[src/inc/err_init_defines.vh]
`ifndef ERR_INIT_DEFINES_VH
`define ERR_INIT_DEFINES_VH

// Synchroniser depth for asynchronous pins
`define SYNC_STAGES      2
// Snoop stall length in bus clocks per request
`define STALL_CYCLES     4'h2
// Self-test duration in bus clocks
`define BUILT_IN_SELF_TEST_CYCLES      8'h10
// Integer register reset sequence length
`define INIT_CYCLES      4'h4
// Edge after reset release at which the synced strap is judged
`define STRAP_EDGE       2'h2
// Reset values
`define FLAG_RESET       1'b0

`endif

[src/logic/pin_sync.v]
`default_nettype none
// ----------------------------------------
// Two-stage level synchroniser, WIDTH bits
// ----------------------------------------
module pin_sync #(
    parameter WIDTH = 2
) (
    input  wire             clk,
    input  wire             rst_b,
    input  wire [WIDTH-1:0] async_in,
    output wire [WIDTH-1:0] sync_out
);
    reg [WIDTH-1:0] meta_q;
    reg [WIDTH-1:0] sync_q;

    genvar i;
    generate
        for (i = 0; i < WIDTH; i = i + 1) begin : g_bit
            // Two flops per bit, first read only by second
            always @(posedge clk) begin
                if (!rst_b) begin
                    meta_q[i] <= 1'b0;
                    sync_q[i] <= 1'b0;
                end else begin
                    meta_q[i] <= async_in[i];
                    sync_q[i] <= meta_q[i];
                end
            end
        end
    endgenerate

    assign sync_out = sync_q;
endmodule
`default_nettype wire

[src/logic/err_init_unit.v]
// Function
// (RULE_01) Shared output reports unmasked FP error
// (RULE_02) Stop-clock active: output signals pending break
// (RULE_03) Break indication holds until stop-clock drops
// (RULE_04) Probe request under stop-clock is break
// (RULE_05) Snoop stall asserts hit and snoop_hit_modified together
// (RULE_06) Internal error asserts internal-error output
// (RULE_07) Internal error held until reset/init
// (RULE_08) Ignore input set: pending error ignored
// (RULE_09) Ignore input clear: error raises exception
// (RULE_10) Native error bit disables ignore input
// (RULE_11) System sets async inputs before target-ready
// (RULE_12) Warm init resets integer regs, restarts
// (RULE_13) Snoops serviced during warm init
// (RULE_14) Init at reset release starts self-test
// (RULE_15) Async inputs pass two-stage synchroniser
`include "err_init_defines.vh"
`default_nettype none
module err_init_unit (
    input  wire CLK_SYS,
    input  wire RST_B,
    input  wire STOP_CLOCK_REQ,
    input  wire PROBE_REQUEST,
    input  wire IGNORE_NUMERIC_ERROR,
    input  wire WARM_INIT,
    input  wire BUS_INIT,
    input  wire NATIVE_ERROR_BIT,
    input  wire FP_ERROR_EVENT,
    input  wire FP_NONCTRL_ISSUE,
    input  wire INTERNAL_ERROR_EVENT,
    input  wire SNOOP_REQ,
    input  wire SNOOP_NEED_STALL,
    input  wire SNOOP_HIT_IN,
    input  wire SNOOP_HIT_MODIFIED_IN,
    output reg  FP_ERROR_OUT,
    output reg  INTERNAL_ERROR_OUT,
    output reg  SHUTDOWN_REQ,
    output reg  FP_EXCEPTION,
    output reg  SNOOP_HIT_OUT,
    output reg  SNOOP_HIT_OE,
    output reg  SNOOP_HIT_MODIFIED_OUT,
    output reg  SNOOP_HIT_MODIFIED_OE,
    output reg  SNOOP_DONE,
    output reg  PEER_STALL_SEEN,
    output reg  INT_REG_RESET,
    output reg  START_AT_RESET_VECTOR,
    output reg  BUILT_IN_SELF_TEST_RUN
);
    // ----------------------------------------
    // Synchronisers for asynchronous pins
    // ----------------------------------------
    wire [5:0] sync_w;
    // (RULE_15) Two-flop synchroniser instance
    pin_sync #(.WIDTH(6)) u_sync (
        .clk      (CLK_SYS),
        .rst_b    (RST_B),
        .async_in ({STOP_CLOCK_REQ, PROBE_REQUEST, IGNORE_NUMERIC_ERROR,
                    WARM_INIT, SNOOP_HIT_IN, SNOOP_HIT_MODIFIED_IN}),
        .sync_out (sync_w)
    );
    wire stop_clock_req_s = sync_w[5];
    wire probe_s  = sync_w[4];
    wire ignore_numeric_error_s  = sync_w[3];
    wire init_s   = sync_w[2];
    wire hit_s    = sync_w[1];
    wire snoop_hit_modified_s   = sync_w[0];

    // ----------------------------------------
    // Floating-point error and break event
    // ----------------------------------------
    reg fp_pend_q;
    reg brk_q;
    reg init_prev_q;
    wire init_rise = init_s & ~init_prev_q;
    // (RULE_10) Native reporting masks ignore input
    wire ignore_eff = ignore_numeric_error_s & ~NATIVE_ERROR_BIT;

    // Pending FP error, set wins over clear
    always @(posedge CLK_SYS) begin
        if (!RST_B) begin
            fp_pend_q <= `FLAG_RESET;
        end else if (FP_ERROR_EVENT) begin
            fp_pend_q <= 1'b1;
        end else if (init_rise) begin
            fp_pend_q <= 1'b0;
        end
    end

    // (RULE_03) Break latch held until stop-clock drops
    always @(posedge CLK_SYS) begin
        if (!RST_B) begin
            brk_q <= `FLAG_RESET;
        end else if (!stop_clock_req_s) begin
            brk_q <= 1'b0;
        end else if (probe_s || fp_pend_q) begin
            // (RULE_04) Probe request is break event
            brk_q <= 1'b1;
        end
    end

    // (RULE_01) (RULE_02) Output meaning follows stop-clock
    always @(posedge CLK_SYS) begin
        if (!RST_B) begin
            FP_ERROR_OUT <= `FLAG_RESET;
        end else if (stop_clock_req_s) begin
            FP_ERROR_OUT <= brk_q | probe_s | fp_pend_q;
        end else begin
            FP_ERROR_OUT <= fp_pend_q;
        end
    end

    // (RULE_08) (RULE_09) Exception unless error ignored
    always @(posedge CLK_SYS) begin
        if (!RST_B) begin
            FP_EXCEPTION <= `FLAG_RESET;
        end else begin
            FP_EXCEPTION <= FP_NONCTRL_ISSUE & fp_pend_q & ~ignore_eff;
        end
    end

    // ----------------------------------------
    // Internal error
    // ----------------------------------------
    // (RULE_06) (RULE_07) Sticky until reset or init
    always @(posedge CLK_SYS) begin
        if (!RST_B) begin
            INTERNAL_ERROR_OUT <= `FLAG_RESET;
            SHUTDOWN_REQ       <= `FLAG_RESET;
        end else begin
            SHUTDOWN_REQ <= INTERNAL_ERROR_EVENT & ~INTERNAL_ERROR_OUT;
            if (INTERNAL_ERROR_EVENT) begin
                INTERNAL_ERROR_OUT <= 1'b1;
            end else if (BUS_INIT || init_s) begin
                INTERNAL_ERROR_OUT <= 1'b0;
            end
        end
    end

    // ----------------------------------------
    // Snoop stall
    // ----------------------------------------
    reg [3:0] stall_q;
    // (RULE_05) Drive hit and snoop_hit_modified together for stall
    always @(posedge CLK_SYS) begin
        if (!RST_B) begin
            stall_q                <= 4'h0;
            SNOOP_HIT_OUT          <= 1'b0;
            SNOOP_HIT_OE           <= 1'b0;
            SNOOP_HIT_MODIFIED_OUT <= 1'b0;
            SNOOP_HIT_MODIFIED_OE  <= 1'b0;
            SNOOP_DONE             <= 1'b0;
            PEER_STALL_SEEN        <= 1'b0;
        end else begin
            PEER_STALL_SEEN <= hit_s & snoop_hit_modified_s;
            SNOOP_DONE      <= 1'b0;
            if (stall_q != 4'h0) begin
                stall_q <= stall_q - 4'h1;
            end else if (SNOOP_REQ && SNOOP_NEED_STALL) begin
                stall_q <= `STALL_CYCLES;
            end else if (SNOOP_REQ) begin
                // (RULE_13) Snoop answered even during init
                SNOOP_DONE <= 1'b1;
            end
            SNOOP_HIT_OUT          <= (stall_q != 4'h0);
            SNOOP_HIT_OE           <= (stall_q != 4'h0);
            SNOOP_HIT_MODIFIED_OUT <= (stall_q != 4'h0);
            SNOOP_HIT_MODIFIED_OE  <= (stall_q != 4'h0);
        end
    end

    // ----------------------------------------
    // Warm init and self-test
    // ----------------------------------------
    localparam ST_IDLE = 2'b00;
    localparam ST_INIT = 2'b01;
    localparam ST_BUILT_IN_SELF_TEST = 2'b10;
    reg [1:0] state_q;
    reg [7:0] cnt_q;
    reg [1:0] rst_cnt_q;

    always @(posedge CLK_SYS) begin
        if (!RST_B) begin
            state_q               <= ST_IDLE;
            cnt_q                 <= 8'h00;
            init_prev_q           <= 1'b0;
            rst_cnt_q             <= 2'h0;
            INT_REG_RESET         <= 1'b0;
            START_AT_RESET_VECTOR <= 1'b0;
            BUILT_IN_SELF_TEST_RUN              <= 1'b0;
        end else begin
            init_prev_q           <= init_s;
            START_AT_RESET_VECTOR <= 1'b0;
            // Wait until the strap level has crossed the synchroniser
            if (rst_cnt_q != 2'h3) begin
                rst_cnt_q <= rst_cnt_q + 2'h1;
            end
            case (state_q)
                ST_IDLE: begin
                    // (RULE_14) Init at reset release runs self-test
                    if ((rst_cnt_q == `STRAP_EDGE) && init_s) begin
                        state_q  <= ST_BUILT_IN_SELF_TEST;
                        cnt_q    <= `BUILT_IN_SELF_TEST_CYCLES - 8'h01;
                        BUILT_IN_SELF_TEST_RUN <= 1'b1;
                    end else if (init_rise) begin
                        // (RULE_12) Reset integer registers only
                        state_q       <= ST_INIT;
                        cnt_q         <= {4'h0, `INIT_CYCLES};
                        INT_REG_RESET <= 1'b1;
                    end
                end
                ST_INIT: begin
                    if (cnt_q != 8'h00) begin
                        cnt_q <= cnt_q - 8'h01;
                    end else if (!init_s) begin
                        state_q               <= ST_IDLE;
                        INT_REG_RESET         <= 1'b0;
                        START_AT_RESET_VECTOR <= 1'b1;
                    end
                end
                ST_BUILT_IN_SELF_TEST: begin
                    if (cnt_q != 8'h00) begin
                        cnt_q <= cnt_q - 8'h01;
                    end else begin
                        state_q               <= ST_IDLE;
                        BUILT_IN_SELF_TEST_RUN              <= 1'b0;
                        START_AT_RESET_VECTOR <= 1'b1;
                    end
                end
                default: begin
                    state_q <= ST_IDLE;
                end
            endcase
        end
    end
endmodule
`default_nettype wire

[config.mk]
export PLATFORM = sky130hd
export DESIGN_NAME = err_init_unit
export DESIGN_NICKNAME = d
export VERILOG_FILES = /design/src/logic/pin_sync.v /design/src/logic/err_init_unit.v
export VERILOG_INCLUDE_DIRS = /design/src /design/src/inc
export SDC_FILE = /design/constraint.sdc
export NUM_CORES = 1
export LEC_CHECK = 0
export ABC_AREA = 1
export BUFFER_PORTS_ARGS = -buffer_cell sky130_fd_sc_hd__buf_2
export CAP_MARGIN = 20
export CORE_AREA = 10 10 62 102
export CTS_CLUSTER_DIAMETER = 120
export CTS_CLUSTER_SIZE = 20
export DETAILED_ROUTE_END_ITERATION = 8
export DIE_AREA = 0 0 72 112
export SLEW_MARGIN = 20
export SYNTH_ARGS = -nofsm -noshare
export SYNTH_HDL_FRONTEND = slang
export SYNTH_HIERARCHICAL = 1
export SYNTH_SLANG_ARGS = --single-unit
[constraint.sdc]
create_clock -name CLK_SYS -period 1.9 [get_ports CLK_SYS]
set_clock_uncertainty 0.05 [all_clocks]
set_input_delay 0.38 -clock CLK_SYS [delete_from_list [all_inputs] [get_ports CLK_SYS]]
set_output_delay 0.38 -clock CLK_SYS [all_outputs]
set_load 0.05 [all_outputs]
==> results.tsv <==
metric	value	unit
status	completed	
relSlewSlack	0.716	
synth_common_cells	nand2_1, dfxtp_1, inv_1	
chipWidth	72	um
portBuffers	27	
synth_seq_cells	41	
worstReg2RegStart	cnt_q[0]	
clock_latency	0.30	ns
nNetsFinal	288	
tritoncts	yes	
period_share	0.899	
die_area	0.00806	sq mm
clkTransAtPathRegs	0.08	ns
die_y	112	um
hpwlAfterDp	2710	um
synthMostInstantiatedCell	nand2_1	
fmax	0.585	GHz
cts-resized-gates	0	
clock-sinks	41	
cts_htree_levels	2	
syn_area_per_cell	7.66	sq um
syn_to_final_growth	15.7	%
cts_hold_buf	0	
setup_viol	0	
vdd_ir_drop_max	0.000730	V
tns	0	ns
netlist.area_leader.share	0.454	
insertedDiodeCount	0	
drtIter0Drc	100	
routed-wl-met2	1860	um
max-cap-violations	0	
min_path_cells	3	
detail_route.vias_per_cell	4.52	
grt_usage	0.0949	
ys_types	31	
p_leak	1.07	nW
rsz0062_at_grt	no	
initial_utilization	0.391	
grt_max_degree	27	
ff2ff_path_depth	9	
yosys-top-cells-area	dfxtp_1, nand2_1, inv_1, nor2_1, ha_1	
synth_edf_count	0	
path_max_fanout	5	
cp_data_arrival_time	1.86	ns
wl_per_cell	10.9	um
grt_pass1_wl	6330	um
crit_type	reg -> reg	
syn_area	0.00181	sq mm
top_layer	met4	
synth_flop_cell	dfxtp_1	
post-cts-setup-buffers	0	
route.met3.wl	122	um
wl_met1	1370	um
min_from	WARM_INIT	
synthCells	236	
drt_pass1_iterations	4	
clockRootBuffer	clkbuf_8	
hold_slack	0.204	ns
cp-startpoint	cnt_q[0]	
first_global_vias	1506	
layout_min_cycle_time	1.71	ns
slew_violations	0	
p_per_area	1600	mW/mm^2
ys_seq_area_frac	0.454	
coreArea	0.00462	sq mm
vias	1438	
cp.required	2.05	ns
dpl_cell_area	0.00198	sq mm
final_antenna_net_count	0	
final_cell_area	0.00209	sq mm
antenna_found_initial	0	
ys_warn_count	6	
synth_top_area_cell	dfxtp_1	
pin_count	28	
setup_ws	0.191	ns
routed_wl	3460	um
hold_class	in -> reg	
drc	0	
cp-end-kind	register	
tightest_slew	0.426	ns
hold_viol	0	
place_ws	0.193	ns
startpoint_type	register	
core.rowCount	33	
synth_fp_nets	259	
gr-total-overflow	0	
clockBufferDepth	2	
drive_gt1_frac	0.203	
gp_congestion	0.788	
fillCellCount	520	
cts_made_buffers	5	
async_flop_share	0	
==> cell type report <==
| cell class | count | area [sq um] | area share |
|---|---|---|---|
| flip-flops and latches | 41 | 821 | 0.393 |
| inverters | 39 | 149 | 0.0712 |
| clock inverters | 3 | 46.3 | 0.0221 |
| clock buffers | 5 | 68.8 | 0.0329 |
| repair buffers | 29 | 150 | 0.0718 |
| well taps | 52 | 65.1 | 0.0311 |
| multi-input cells | 149 | 791 | 0.378 |
==> report_power, final <==
group	leakage (nW)	internal (mW)	switching (mW)
Sequential	0.338	1.02	0.121
Combinational	0.680	0.519	0.985
Clock	0.0543	0.393	0.314
Total	1.07	1.93	1.42
==> routing by layer <==
| metal | vias up | GRT usage |
|---|---|---|
| li1 | 773 | - |
| met1 | 637 | 0.0889 |
| met2 | 19 | 0.175 |
| met3 | 9 | 0.0267 |
| met4 | 0 | 0.0532 |
| met5 | - | 0 |
==> logic make-up after synthesis <==
family,synth area share
AND/OR/NAND/NOR,0.285
buffers and inverters,0.108
flip-flops,0.454
AO/OA/AOI/OAI,0.0776
adder cells (fa/ha/maj),0.0554
XOR/XNOR,0.0194
==> sequential cells by signal, summed over array words and instances (netlist names) <==
register,cells
rst_cnt_q,2
stall_q,4
brk_q,1
BUILT_IN_SELF_TEST_RUN,1
state_q,2
FP_EXCEPTION,1
u_sync/meta_q,6
fp_pend_q,1
PEER_STALL_SEEN,1
cnt_q,8
init_prev_q,1
SHUTDOWN_REQ,1
INTERNAL_ERROR_OUT,1
SNOOP_HIT_MODIFIED_OE,1
FP_ERROR_OUT,1
u_sync/sync_out,6
SNOOP_DONE,1
START_AT_RESET_VECTOR,1
INT_REG_RESET,1
==> worst paths after layout <==
path                             end  slack [ns]
setup / recovery          state_q[0]        0.19
hold / removal      u_sync/meta_q[2]        0.20
setup reg to reg          state_q[0]        0.19
hold reg to reg   u_sync/sync_out[0]        0.37
==> cell usage in the layout, fill, tap and decap left out, types with 3 or more instances in the layout <==
master and instances:
nand2_1 48, dfxtp_1 41, inv_1 35, nor2_1 34, buf_2 27, a21oi_1 12, nand3_1 9, o21ai_0 8
ha_1 8, nor2_2 5, clkbuf_8 5, nor2_4 4, inv_2 3, nor3_1 3
==> through the flow <==
step	power, mW	utilization	std cells
after floorplan	2.40	-	236
after global placement	2.66	0.427	310
after detailed placement	2.67	0.427	310
after CTS	3.39	0.452	318
after global routing	3.66	0.452	318
final	3.35	0.452	318
==> worst max-delay path, stage by stage (launching register included) <==
cell,delay (ns)
dfxtp_1,0.32
inv_1,0.12
ha_1,0.30
nand3_1,0.16
nor2_4,0.20
nand2_1,0.12
nand2_1,0.15
nand3_1,0.09
nand2_1,0.07
nor2_1,0.04
(Power assumes the default switching activity.)
